File: src/shared/pmf_pkg.sv
// package: register map, field layout, message codes and carriers for the ptp message filter
package pmf_pkg;

	////////////////////////////////////////////////////////////////////////
	// register indices; byte address is four times the index
	localparam logic [13:0] PMF_IDX_MSG_CFG2 = 14'h0516;
	localparam logic [13:0] PMF_IDX_DOM_VER  = 14'h0518;
	localparam logic [13:0] PMF_IDX_VER_EXC  = 14'h051a;
	localparam logic [13:0] PMF_IDX_STATUS   = 14'h051c;
	localparam int unsigned PMF_ADDR_W       = 16;
	localparam int unsigned PMF_DATA_W       = 32;
	localparam int unsigned PMF_REG_W        = 16;

	////////////////////////////////////////////////////////////////////////
	// message config two fields
	localparam int unsigned PMF_BIT_RESP_PAIR = 8;
	localparam int unsigned PMF_BIT_PEER_PAIR = 7;
	localparam int unsigned PMF_BIT_DROP_NOBM = 5;
	localparam int unsigned PMF_BIT_DOM_CHK   = 4;
	localparam int unsigned PMF_BIT_CSUM_V4   = 2;
	localparam logic [15:0] PMF_CFG2_RST      = 16'h0004;
	localparam logic [15:0] PMF_CFG2_WMASK    = 16'h01ff;

	////////////////////////////////////////////////////////////////////////
	// domain and version fields
	localparam int unsigned PMF_VER_LSB   = 8;
	localparam int unsigned PMF_VER_W     = 4;
	localparam int unsigned PMF_DOM_LSB   = 0;
	localparam int unsigned PMF_DOM_W     = 8;
	localparam logic [15:0] PMF_DV_RST    = 16'h0200;
	localparam logic [15:0] PMF_DV_WMASK  = 16'h0fff;
	localparam logic [15:0] PMF_EXC_RST   = 16'h0000;

	////////////////////////////////////////////////////////////////////////
	// message type codes
	localparam logic [3:0] PMF_MT_SYNC      = 4'h0;
	localparam logic [3:0] PMF_MT_DLY_REQ   = 4'h1;
	localparam logic [3:0] PMF_MT_PDLY_REQ  = 4'h2;
	localparam logic [3:0] PMF_MT_PDLY_RESP = 4'h3;
	localparam logic [3:0] PMF_MT_FOLLOW_UP = 4'h8;
	localparam logic [3:0] PMF_MT_DLY_RESP  = 4'h9;
	localparam logic [3:0] PMF_MT_PDLY_FU   = 4'ha;

	localparam int unsigned PMF_TBL_DEPTH  = 4;
	localparam int unsigned PMF_TBL_PTR_W  = 2;
	localparam int unsigned PMF_FIFO_DEPTH = 8;
	localparam logic [15:0] PMF_CSUM_ZERO  = 16'h0000;

	typedef enum logic [1:0] {
		PMF_XPORT_L2,
		PMF_XPORT_IPV4,
		PMF_XPORT_IPV6
	} pmf_xport_t;

	// parsed header of one received message plus the egress checksum proposal
	typedef struct packed {
		logic [3:0]  msg_type;
		logic [3:0]  version;
		logic [7:0]  domain;
		logic [15:0] seq_id;
		logic [79:0] src_port;
		pmf_xport_t  xport;
		logic        altered;
		logic [15:0] udp_csum;
		logic [15:0] new_csum;
	} pmf_msg_t;

	typedef struct packed {
		logic        to_host;
		logic        drop;
		logic        ts_capture;
		logic        paired;
		logic [3:0]  msg_type;
		logic [15:0] seq_id;
		logic [15:0] udp_csum;
	} pmf_verdict_t;

	typedef struct packed {
		logic        valid;
		logic        peer;
		logic [7:0]  domain;
		logic [15:0] seq_id;
		logic [79:0] src_port;
	} pmf_req_entry_t;

endpackage

File: src/logic/pmf_fifo.sv
// synchronous valid/ready fifo holding filter verdicts
`timescale 1ns/1ps
module pmf_fifo #(
	parameter int unsigned WIDTH = 8,
	parameter int unsigned DEPTH = 8
) (
	// clock and reset
	input  wire logic             pclk,
	input  wire logic             presetn,
	input  wire logic             ce,
	// fill side
	input  wire logic             in_valid,
	output logic                  in_ready,
	input  wire logic [WIDTH-1:0] in_data,
	// drain side
	output logic                  out_valid,
	input  wire logic             out_ready,
	output logic [WIDTH-1:0]      out_data,
	output logic [$clog2(DEPTH):0] level
);
	localparam int unsigned PW = $clog2(DEPTH);

	logic [WIDTH-1:0] mem [DEPTH];
	logic [PW-1:0]    wr_ptr;
	logic [PW-1:0]    rd_ptr;
	logic [PW:0]      count;
	wire              push = in_valid & in_ready;
	wire              pop  = out_valid & out_ready & ce;

	assign in_ready  = ce & (count != (PW+1)'(DEPTH));
	assign out_valid = (count != '0);
	assign out_data  = mem[rd_ptr];
	assign level     = count;

	always_ff @(posedge pclk) begin
		if (push) begin
			mem[wr_ptr] <= in_data;
		end
	end

	always_ff @(posedge pclk or negedge presetn) begin
		if (!presetn) begin
			wr_ptr <= '0;
			rd_ptr <= '0;
			count  <= '0;
		end else if (ce) begin
			if (push) begin
				wr_ptr <= (wr_ptr == PW'(DEPTH - 1)) ? '0 : wr_ptr + 1'b1;
			end
			if (pop) begin
				rd_ptr <= (rd_ptr == PW'(DEPTH - 1)) ? '0 : rd_ptr + 1'b1;
			end
			count <= count + (PW+1)'(push) - (PW+1)'(pop);
		end
	end
endmodule

File: src/logic/pmf_filter.sv
// ptp message qualification, request pairing and egress checksum policy with apb registers
//
// Notes on behaviour
// - delay response paired with request goes host
// - peer responses paired with peer request go host
// - drop sync, follow up, delay request without master
// - domain check: match forwards host, mismatch drops
// - ipv4 checksum recalculated, or zeroed when off
// - zero ipv4 checksum stays zero on egress
// - ipv6 udp checksum always updated
// - version field resets two, matching messages captured
// - version mismatch drops, except exempted types
// - domain field resets zero, gates timestamp capture
// - domain ignored while domain checking off
// - reset values: checksum on, version two, others zero
//
// Register access over APB is this design's own decision.
`timescale 1ns/1ps
module pmf_filter
	import pmf_pkg::*;
(
	// clock and reset
	input  wire logic                      pclk,
	input  wire logic                      presetn,
	input  wire logic                      ce,
	// apb slave
	input  wire logic                      psel,
	input  wire logic                      penable,
	input  wire logic                      pwrite,
	input  wire logic [PMF_ADDR_W-1:0]     paddr,
	input  wire logic [PMF_DATA_W-1:0]     pwdata,
	output logic                           pready,
	output logic [PMF_DATA_W-1:0]          prdata,
	output logic                           pslverr,
	// best master state from the clock selection logic
	input  wire logic                      best_master_selection,
	// received messages
	input  wire logic                      msg_valid,
	output logic                           msg_ready,
	input  wire pmf_pkg::pmf_msg_t         msg,
	// verdicts toward the forwarding engine
	output logic                           verdict_valid,
	input  wire logic                      verdict_ready,
	output pmf_pkg::pmf_verdict_t          verdict
);
	import pmf_pkg::*;

	////////////////////////////////////////////////////////////////////////
	// registers
	logic [PMF_REG_W-1:0] msg_cfg2;
	logic [PMF_REG_W-1:0] dom_ver;
	logic [PMF_REG_W-1:0] ver_exc;
	logic [PMF_REG_W-1:0] drop_count;
	logic                 ack;

	wire resp_pair_en = msg_cfg2[PMF_BIT_RESP_PAIR];
	wire peer_pair_en = msg_cfg2[PMF_BIT_PEER_PAIR];
	wire drop_nobm_en = msg_cfg2[PMF_BIT_DROP_NOBM];
	wire dom_chk_en   = msg_cfg2[PMF_BIT_DOM_CHK];
	wire csum_v4_en   = msg_cfg2[PMF_BIT_CSUM_V4];
	wire [PMF_VER_W-1:0] domain_version      = dom_ver[PMF_VER_LSB +: PMF_VER_W];
	wire [PMF_DOM_W-1:0] domain_match_value  = dom_ver[PMF_DOM_LSB +: PMF_DOM_W];

	function automatic logic [PMF_ADDR_W-1:0] byte_addr(input logic [13:0] idx);
		byte_addr = {idx, 2'b00};
	endfunction

	////////////////////////////////////////////////////////////////////////
	// apb decode
	wire                   apb_access = psel & penable & ce;
	wire                   hit_cfg2   = (paddr == byte_addr(PMF_IDX_MSG_CFG2));
	wire                   hit_dv     = (paddr == byte_addr(PMF_IDX_DOM_VER));
	wire                   hit_exc    = (paddr == byte_addr(PMF_IDX_VER_EXC));
	wire                   hit_stat   = (paddr == byte_addr(PMF_IDX_STATUS));
	wire                   hit_any    = hit_cfg2 | hit_dv | hit_exc | hit_stat;
	// the write lands on the edge where pready is seen high
	wire                   wr_take    = apb_access & ack & pwrite;
	wire                   wr_cfg2    = wr_take & hit_cfg2;
	wire                   wr_dv      = wr_take & hit_dv;
	wire                   wr_exc     = wr_take & hit_exc;
	wire [PMF_REG_W-1:0]   wdat       = pwdata[PMF_REG_W-1:0];
	wire [PMF_TBL_DEPTH-1:0] tbl_valid_vec;
	wire [PMF_REG_W-1:0]   status_word;
	wire [PMF_REG_W-1:0]   rd_mux;

	assign status_word = {drop_count[PMF_REG_W-PMF_TBL_DEPTH-1:0], tbl_valid_vec};
	assign rd_mux = hit_cfg2 ? msg_cfg2 :
	                hit_dv   ? dom_ver :
	                hit_exc  ? ver_exc :
	                hit_stat ? status_word : '0;
	assign pready = ack;

	// one wait state so the read data leaves a flop
	always_ff @(posedge pclk or negedge presetn) begin
		if (!presetn) begin
			ack <= 1'b0;
		end else if (ce) begin
			ack <= psel & penable & ~ack;
		end
	end

	// data and error load on the same edge as ack, so all three stand together
	always_ff @(posedge pclk or negedge presetn) begin
		if (!presetn) begin
			prdata <= '0;
		end else if (ce) begin
			prdata <= {{(PMF_DATA_W-PMF_REG_W){1'b0}}, rd_mux};
		end
	end

	always_ff @(posedge pclk or negedge presetn) begin
		if (!presetn) begin
			pslverr <= 1'b0;
		end else if (ce) begin
			pslverr <= psel & penable & ~ack & ~hit_any;
		end
	end

	always_ff @(posedge pclk or negedge presetn) begin
		if (!presetn) begin
			msg_cfg2 <= PMF_CFG2_RST;
		end else if (wr_cfg2) begin
			msg_cfg2 <= wdat & PMF_CFG2_WMASK;
		end
	end

	always_ff @(posedge pclk or negedge presetn) begin
		if (!presetn) begin
			dom_ver <= PMF_DV_RST;
		end else if (wr_dv) begin
			dom_ver <= wdat & PMF_DV_WMASK;
		end
	end

	always_ff @(posedge pclk or negedge presetn) begin
		if (!presetn) begin
			ver_exc <= PMF_EXC_RST;
		end else if (wr_exc) begin
			ver_exc <= wdat;
		end
	end

	////////////////////////////////////////////////////////////////////////
	// request table for pairing
	pmf_req_entry_t            tbl [PMF_TBL_DEPTH];
	logic [PMF_TBL_PTR_W-1:0]  tbl_wr_ptr;
	logic [PMF_TBL_DEPTH-1:0]  hit_vec;
	logic [PMF_TBL_PTR_W-1:0]  hit_idx;
	logic                      hit_found;

	function automatic logic entry_hit(input pmf_req_entry_t e, input logic peer, input pmf_msg_t m);
		entry_hit = e.valid && (e.peer == peer) && (e.domain == m.domain) &&
		            (e.seq_id == m.seq_id) && (e.src_port == m.src_port);
	endfunction

	// one decode for every message type compare
	function automatic logic type_is(input logic [3:0] mt, input logic [3:0] code);
		type_is = (mt == code);
	endfunction

	wire is_dly_req   = type_is(msg.msg_type, PMF_MT_DLY_REQ);
	wire is_pdly_req  = type_is(msg.msg_type, PMF_MT_PDLY_REQ);
	wire is_dly_resp  = type_is(msg.msg_type, PMF_MT_DLY_RESP);
	wire is_pdly_resp = type_is(msg.msg_type, PMF_MT_PDLY_RESP);
	wire is_pdly_fu   = type_is(msg.msg_type, PMF_MT_PDLY_FU);
	wire is_sync_grp  = type_is(msg.msg_type, PMF_MT_SYNC) | type_is(msg.msg_type, PMF_MT_FOLLOW_UP) | is_dly_req;
	wire peer_resp    = is_pdly_resp | is_pdly_fu;
	wire resp_chk     = (is_dly_resp & resp_pair_en) | (peer_resp & peer_pair_en);

	genvar gi;
	generate
		for (gi = 0; gi < PMF_TBL_DEPTH; gi++) begin : g_tbl
			assign tbl_valid_vec[gi] = tbl[gi].valid;
			assign hit_vec[gi]       = entry_hit(tbl[gi], peer_resp, msg);
		end
	endgenerate

	always_comb begin
		hit_idx   = '0;
		hit_found = 1'b0;
		for (int i = PMF_TBL_DEPTH - 1; i >= 0; i--) begin
			if (hit_vec[i]) begin
				hit_idx   = PMF_TBL_PTR_W'(i);
				hit_found = 1'b1;
			end
		end
	end

	////////////////////////////////////////////////////////////////////////
	// qualification
	wire ver_match  = (msg.version == domain_version);
	wire ver_exempt = ver_exc[msg.msg_type];
	wire ver_ok     = ver_match | ver_exempt;
	wire dom_ok     = ~dom_chk_en | (msg.domain == domain_match_value);
	wire nobm_drop  = drop_nobm_en & ~best_master_selection & is_sync_grp;
	wire pair_ok    = ~resp_chk | hit_found;
	wire drop_now   = ~ver_ok | ~dom_ok | nobm_drop;
	wire accept     = msg_valid & msg_ready;
	wire store_req  = accept & ~drop_now & ((is_dly_req & resp_pair_en) | (is_pdly_req & peer_pair_en));
	// a peer response keeps its entry so the follow up can still pair
	wire peer_resp_keep = is_pdly_resp;
	wire consume    = accept & ~drop_now & resp_chk & hit_found & ~peer_resp_keep;
	pmf_req_entry_t new_entry;

	assign new_entry = '{valid: 1'b1, peer: is_pdly_req, domain: msg.domain,
	                     seq_id: msg.seq_id, src_port: msg.src_port};

	logic [15:0]  csum_out;
	pmf_verdict_t next_verdict;

	always_comb begin
		case (msg.xport)
			PMF_XPORT_IPV6: csum_out = msg.new_csum;
			PMF_XPORT_IPV4: begin
				if (msg.udp_csum == PMF_CSUM_ZERO) begin
					csum_out = PMF_CSUM_ZERO;
				end else if (msg.altered) begin
					csum_out = csum_v4_en ? msg.new_csum : PMF_CSUM_ZERO;
				end else begin
					csum_out = msg.udp_csum;
				end
			end
			default: csum_out = msg.udp_csum;
		endcase
	end

	always_comb begin
		next_verdict            = '0;
		next_verdict.drop       = drop_now;
		next_verdict.to_host    = ~drop_now & pair_ok;
		next_verdict.ts_capture = ver_match & dom_ok;
		next_verdict.paired     = resp_chk & hit_found;
		next_verdict.msg_type   = msg.msg_type;
		next_verdict.seq_id     = msg.seq_id;
		next_verdict.udp_csum   = csum_out;
	end

	////////////////////////////////////////////////////////////////////////
	// table update
	logic [PMF_TBL_DEPTH-1:0]  ent_set;
	logic [PMF_TBL_DEPTH-1:0]  ent_clr;

	// a message is a request or a response, never both, so set and clear never meet
	genvar gj;
	generate
		for (gj = 0; gj < PMF_TBL_DEPTH; gj++) begin : g_ent
			assign ent_set[gj] = store_req & (tbl_wr_ptr == PMF_TBL_PTR_W'(gj));
			assign ent_clr[gj] = consume & (hit_idx == PMF_TBL_PTR_W'(gj));
		end
	endgenerate

	always_ff @(posedge pclk or negedge presetn) begin
		if (!presetn) begin
			for (int i = 0; i < PMF_TBL_DEPTH; i++) begin
				tbl[i] <= '0;
			end
			tbl_wr_ptr <= '0;
		end else if (ce) begin
			for (int i = 0; i < PMF_TBL_DEPTH; i++) begin
				if (ent_set[i]) begin
					tbl[i] <= new_entry;
				end else if (ent_clr[i]) begin
					tbl[i].valid <= 1'b0;
				end
			end
			if (store_req) begin
				tbl_wr_ptr <= tbl_wr_ptr + 1'b1;
			end
		end
	end

	wire drop_inc = accept & drop_now & (drop_count != '1);

	// saturating at all ones, but the status word carries only the low 12 bits, so software sees those wrap
	always_ff @(posedge pclk or negedge presetn) begin
		if (!presetn) begin
			drop_count <= '0;
		end else if (drop_inc) begin
			drop_count <= drop_count + 1'b1;
		end
	end

	////////////////////////////////////////////////////////////////////////
	// verdict buffer; a stalled consumer backs up into msg_ready
	pmf_fifo #(
		.WIDTH ($bits(pmf_verdict_t)),
		.DEPTH (PMF_FIFO_DEPTH)
	) u_fifo (
		.pclk      (pclk),
		.presetn   (presetn),
		.ce        (ce),
		.in_valid  (msg_valid),
		.in_ready  (msg_ready),
		.in_data   (next_verdict),
		.out_valid (verdict_valid),
		.out_ready (verdict_ready),
		.out_data  (verdict),
		.level     ()
	);
endmodule

File: config.mk
export PLATFORM = sky130hd
export DESIGN_NAME = pmf_filter
export DESIGN_NICKNAME = d
export VERILOG_FILES = /design/src/shared/pmf_pkg.sv /design/src/logic/pmf_fifo.sv /design/src/logic/pmf_filter.sv
export SDC_FILE = /design/constraint.sdc
export NUM_CORES = 1
export LEC_CHECK = 0
export BUFFER_PORTS_ARGS = -buffer_cell sky130_fd_sc_hd__buf_2
export CAP_MARGIN = 5
export CORE_ASPECT_RATIO = 0.9
export CORE_MARGIN = 8
export CORE_UTILIZATION = 40
export CTS_CLUSTER_SIZE = 12
export DETAILED_ROUTE_END_ITERATION = 7
export PLACE_DENSITY = 0.58
export SYNTH_ARGS = -nofsm -noshare
export SYNTH_HDL_FRONTEND = slang
export SYNTH_SLANG_ARGS = --single-unit
File: constraint.sdc
create_clock -name pclk -period 6.17 [get_ports pclk]
set_clock_uncertainty 0.2 [all_clocks]
set_input_delay 0.3085 -clock pclk [delete_from_list [all_inputs] [get_ports pclk]]
set_output_delay 0.3085 -clock pclk [all_outputs]
set_load 0.05 [all_outputs]
[Word level (Yosys, flattened, before mapping)]
Memory sizes are Yosys's and may differ from the RTL's.
Index checks and enable logic that the tools add are counted.
Operators by class
  $add $sub $neg: 6
  eq/ne operators: 40
  order comparisons: 1
  reductions and logical operators: 36
  bitwise gates (word level): 59
  mux-type cells: 30
Operator list (count)
  80-bit equality test: 4
  16-bit two-way mux: 7
  16-bit by 13-bit equality test with 1-bit output, second input constant: 4
  16-bit equality test: 4
  8-bit equality test: 5
  1-bit bitwise AND: 37
  16-bit one-hot mux with 2 select lines: 1
  2-bit AND reduction: 11
  16-bit by 1-bit adder with 16-bit output, second input constant: 1
  1-bit logical AND: 16
  16-bit logical NOT: 1
  16-bit inequality test, second input constant: 1
  1-bit two-way mux: 15
  1-bit bitwise OR: 13
  4-bit equality test, second input constant: 3
  2-bit equality test, second input constant: 5
  1-bit NOT: 9
  4-bit by 2-bit equality test with 1-bit output, second input constant: 2
  2-bit two-way mux: 4
  2-bit nonzero test: 4
  3-bit by 1-bit adder with 3-bit output, second input constant: 2
  2-bit by 1-bit equality test with 1-bit output, second input constant: 3
  3-bit equality test, second input constant: 2
  3-bit two-way mux: 2
  other kinds (12): 16
Word-level totals
  bits of input ports: 204
  output and inout port bits: 76
  bits in writable memories: 320
  memories kept: 1
  bits in registers: 507
Memories
  u_fifo.mem: depth 8, bits a word 40, read ports 1, clocked after Yosys merged registers in 0, write ports 1, line pmf_fifo.sv:23  | logic [WIDTH-1:0] mem [DEPTH];

[Longest topological paths before layout]
  word-level depth: 16
  mapped depth: 13
  mapped depth without buffers: 12

[Hierarchy]
Synthesis repeated with hierarchy kept, for this count alone.
Unflattened totals
  cell total of the unflattened synthesis: 2917
  area total of the unflattened synthesis: 37522.2 um^2
Modules (own cells, without submodules)
  pmf_filter: times used 1, area each 24524.8 um^2, cells an instance 2384
  pmf_fifo: times used 1, area each 12997.5 um^2, cells an instance 533

[Worst setup path before layout]
Ideal clock, no wire load.
  path kind: flip-flop to flip-flop
  start: register u_fifo.count[2] (netlist: u_fifo.level[2])
  end: memory u_fifo.mem[0][0] (netlist bit) (enable)
  setup slack: 139 ps
  stages on the path, launching flop included: 7
  data required time: 5433 ps
  period minus slack after synthesis: 6031 ps
  arrival: 5294 ps
  cells stage by stage: dfrtp_1 -> inv_1 -> ha_1 -> a21oi_2 -> nand2_1 -> clkbuf_1 -> nor4_1
On the way
  longest elaborated chain between the ends: 5
Ends and longest elaborated chain
  from (decl): line pmf_fifo.sv:26  | logic [PW:0] count;
  from (signal assigned): line pmf_fifo.sv:53  | count <= count + (PW+1)'(push) - (PW+1)'(pop);
  4-bit inequality test: line pmf_fifo.sv:30  | assign in_ready = ce & (count != (PW+1)'(DEPTH));
  1-bit bitwise AND: line pmf_fifo.sv:30
  via msg_ready: line pmf_filter.sv:39  | output logic msg_ready,
  1-bit bitwise AND: line pmf_fifo.sv:27  | wire push = in_valid & in_ready;
  1-bit two-way mux: line pmf_fifo.sv:36  | if (push) begin
  1-bit two-way mux (not written as such): line pmf_fifo.sv:37  | mem[wr_ptr] <= in_data;
  to (decl): line pmf_fifo.sv:23
The timed path passes the listed nets, and every way through them passes these cells.

[Worst setup path in the final report]
  start: input port ce
  end: register tbl[60] (netlist bit)
On the way
  longest elaborated chain between the ends: 6
Ends and longest elaborated chain
  from (decl): line pmf_filter.sv:25  | input wire logic ce,
  1-bit bitwise AND: line pmf_fifo.sv:30
  1-bit bitwise AND: line pmf_filter.sv:198  | wire accept = msg_valid & msg_ready;
  1-bit bitwise AND (2 in a row): line pmf_filter.sv:199  | wire store_req = accept & ~drop_now & ((is_dly_req & resp_pair_en) | (is_pdly_req & peer_pair_en));
  1-bit bitwise AND: line pmf_filter.sv:247  | assign ent_set[gj] = store_req & (tbl_wr_ptr == PMF_TBL_PTR_W'(gj));
  2-bit AND reduction (no line) *
  to (signal, indexed assignment): line pmf_filter.sv:261  | tbl[i] <= new_entry;
  to (decl): line pmf_filter.sv:145  | pmf_req_entry_t tbl [PMF_TBL_DEPTH];
Mark *: on every way between the ends. The rest lies on a longest branch, timed or not.
A chain may end at the register's enable or synchronous reset.

==> results_dict.tcl <==
set metrics [dict create \
    crit_slowest_cell "or4_4" \
    ys.flop_type "dfrtp_1" \
    hp-class "in2async" \
    h-tree-depth 3 \
    period_minus_slack_ns 4.40 \
    cts_sinks 827 \
    final_util_pct 46.6 \
    place.detailed.hpwl_mm 84.9 \
    drt_pass1_iterations 7 \
    period_share_pct 71.3 \
    r2r_end "tbl[60]$_DFFE_PN0P_" \
    seq_area_um2 22300 \
    ys_async_sr_fraction_pct 61.3 \
    synth.area.top_cells "dfrtp_1 (32%), edfxtp_1 (25%), mux2_2 (12%)" \
    globalRouteOverflowTotal 0 \
    root_buffer "clkbuf_16" \
    endpoint "tbl[60]$_DFFE_PN0P_" \
    powerDensity_nw_per_um2 322 \
    wirelength_mm 121 \
    ir_drop_v 0.000249 \
    worst_slew_pin_slew_ns 1.26 \
    rsz0062_at_grt "no" \
    path_clk_slew_ns 0.06 \
    timing.hold.ws_ns 0.00977 \
    die_h_um 313 \
    dieWidth_um 346 \
    dieArea_um2 108000 \
    ant_nets 0 \
    rows 109 \
    hold_viol 0 \
    nets 3365 \
    start_kind "primary input" \
    syn2layout_area_growth_pct 16.2 \
    io_buffers 247 \
    synth_edf_count 320 \
    yosysWarnings 0 \
    max_stage_delay_ns 0.67 \
    avgSynthCellArea_um2 13.8 \
    syn_inst 2831 \
    routed-via-count 24900 \
    yosysSeqAreaShare_pct 57.0 \
    p_leak_uw 0.0192 \
    clockBufferDepth 3 \
    synth_top_cell_by_area "dfrtp_1" \
    required_ns 6.51 \
    vias_per_cell 5.53 \
    drv_slew 0 \
    ys_types 67 \
    yosysMostFrequentCell "dfrtp_1" \
    wire_per_inst_um 26.9 \
    status "finished clean" \
    nFillCells 8664 \
    fmax_ghz 0.227 \
    globalplace.congestion 0.927 \
    cts_made_buffers 92 \
    setup_viol 0 \
    instances_no_fill 4494 \
    worstSetupPathType "in2reg" \
    cp_cell_sequence "dlygate4sd3_1, buf_2, inv_2, a21oi_2, nand2_1, or4_4, nor2_8, nand2_4, buf_4, mux2_1" \
    drv_cap 0 \
    worst-r2r-cell-count 9 \
    cp_max_fo 56 \
    rrSetupSlack_ns 2.17 \
    tritoncts "built" \
    drt_iter0_markers 2057 \
    clock_latency_ns 0.66 \
    grt_pass1_wl_mm 177 \
    yosysTopAreaCellShare_pct 32.3 \
    critPathLaunch "ce" \
    cts_resized 0 \
    start_util_pct 40.1 \
    grt_max_degree 158 \
    synth_seq_cells 827 \
    antenna_found_initial 9 \
    grt_pass1_vias 25900 \
    critPathCaptureType "flop" \
    tns_ns 0 \
    slew_headroom_pct 15.2 \
    r2r-start "u_fifo.level[2]$_DFFE_PN0P_" \
    multi_input_area_um2 15600 \
    dp.cells 4197 \
    post-route-drc-count 0 \
    syn_area_um2 39100 \
    io_pins 280 \
    track_usage_pct 22.0 \
    synth_common_cells "dfrtp_1 (505), mux2_2 (434), edfxtp_1 (320), xnor2_1 (269), nand2b_1 (193)" \
    layout-drive-gt1-share_pct 29.7 \
    crit_arrival_ns 4.74 \
    core_area_um2 97600 \
]
==> metal layers <==
layer | wire [µm] | vias to the layer above | global-route usage (%) | share of wire [%]
met5 | 21 | - | 0 | 0.017
met4 | 3090 | 4 | 5.71 | 2.5
met3 | 6520 | 150 | 3.90 | 5.4
met2 | 57600 | 688 | 36.0 | 48
met1 | 53900 | 13100 | 30.3 | 44
li1 | - | 11000 | - | -
==> worst min-delay path by stage <==
stage                     startpoint                   endpoint  slack [ns]  depth (start not counted)
after floorplan              presetn     dom_ver[0]$_DFFE_PN0P_       -0.19                          0
after global placement       presetn  drop_count[6]$_DFFE_PN0P_        0.12                          1
after detailed placement     presetn  drop_count[5]$_DFFE_PN0P_        0.15                          1
after CTS                   msg[101]       tbl[172]$_DFFE_PN0P_      0.0008                          2
after global routing         msg[52]       tbl[335]$_DFFE_PN0P_       0.002                          2
final                        presetn  drop_count[5]$_DFFE_PN0P_        0.01                          2
==> worst max-delay path: cells and delay by family <==
kind	cells	cell delay, ns
AOI/OAI and AO/OA	1	0.20
buffers and inverters	4	1.90
muxes	1	0.42
and+or+nand+nor	4	1.78
==> placed cells by master, fill, tap and decap left out, drive strengths merged, types with 4 or more instances in the layout <==
master / n
nor4: 65
a2111oi: 4
nor3: 22
nand2: 78
xnor2: 269
dlygate4sd3: 125
ha: 17
buf: 286
bufinv: 5
conb: 16
diode: 8
nand4: 148
o21ai: 30
a221oi: 10
nand3: 47
edfxtp: 320
or4: 4
clkbuf: 132
a21oi: 6
mux2: 498
clkinv: 22
nor4b: 6
dfrtp: 505
nor2: 47
nor2b: 32
mux4: 83
and3: 5
mux2i: 19
o2111ai: 25
nand2b: 193
inv: 75
a22o: 22
o22ai: 10
a2111o: 8
xor2: 43
==> registers in the layout, summed over array words and instances, names as in the netlist <==
signal and cells:
prdata 16, drop_count 16, tbl 420, u_fifo.mem 320, u_fifo.rd_ptr 3, tbl_wr_ptr 2
u_fifo.wr_ptr 3, pslverr 1, ver_exc 16, dom_ver 12, u_fifo.level 4, msg_cfg2 9
pready 1, status_word 4
==> power breakdown <==
group	internal [µW]	switching [µW]	total, µW
combinational	1160	2040	3200
sequential	5960	216	6170
clock	3060	2220	5280
==> what timing repair did <==
| item | in CTS | in global routing |
|---|---|---|
| buffers inserted | 0 | 0 |
| endpoints found under the setup margin | 0 | 0 |
| hold buffers | 125 | 0 |
| hold endpoints to repair | 572 | 0 |
==> through the flow <==
stage / worst slack, ns / cell area [µm²] / power (µW)
finish: 1.77 / 45500 / 14700
global route: 1.54 / 45400 / 15200
CTS: 1.86 / 45400 / 14900
detailed placement: 1.69 / 41300 / 9480
global placement: 1.82 / 41300 / 9430
floorplan: 0.139 / 39200 / 8500
==> cells by family (layout without fill, tap and decap cells) <==
logic type / Yosys count / after routing / synth area share (%)
compound gates: 129 / 129 / 2.53
xor+xnor: 312 / 312 / 6.98
mux: 600 / 600 / 19.6
other cells: 1 / 24 / 0.00959
flops: 827 / 827 / 57.0
fa+ha+maj: 18 / 18 / 0.595
buf+inv: 281 / 645 / 3.44
simple gates: 663 / 663 / 9.84
==> layout make-up <==
type / instances / share of cell area, %
sequential: 827 / 49.1
inverter: 73 / 0.608
antenna: 8 / 0.0440
tap: 1276 / 3.51
clock buffer: 132 / 5.60
timing repair buffer: 411 / 6.20
clock inverter: 29 / 0.674
multi-input combinational: 1738 / 34.3
(Power assumes the default switching activity.)
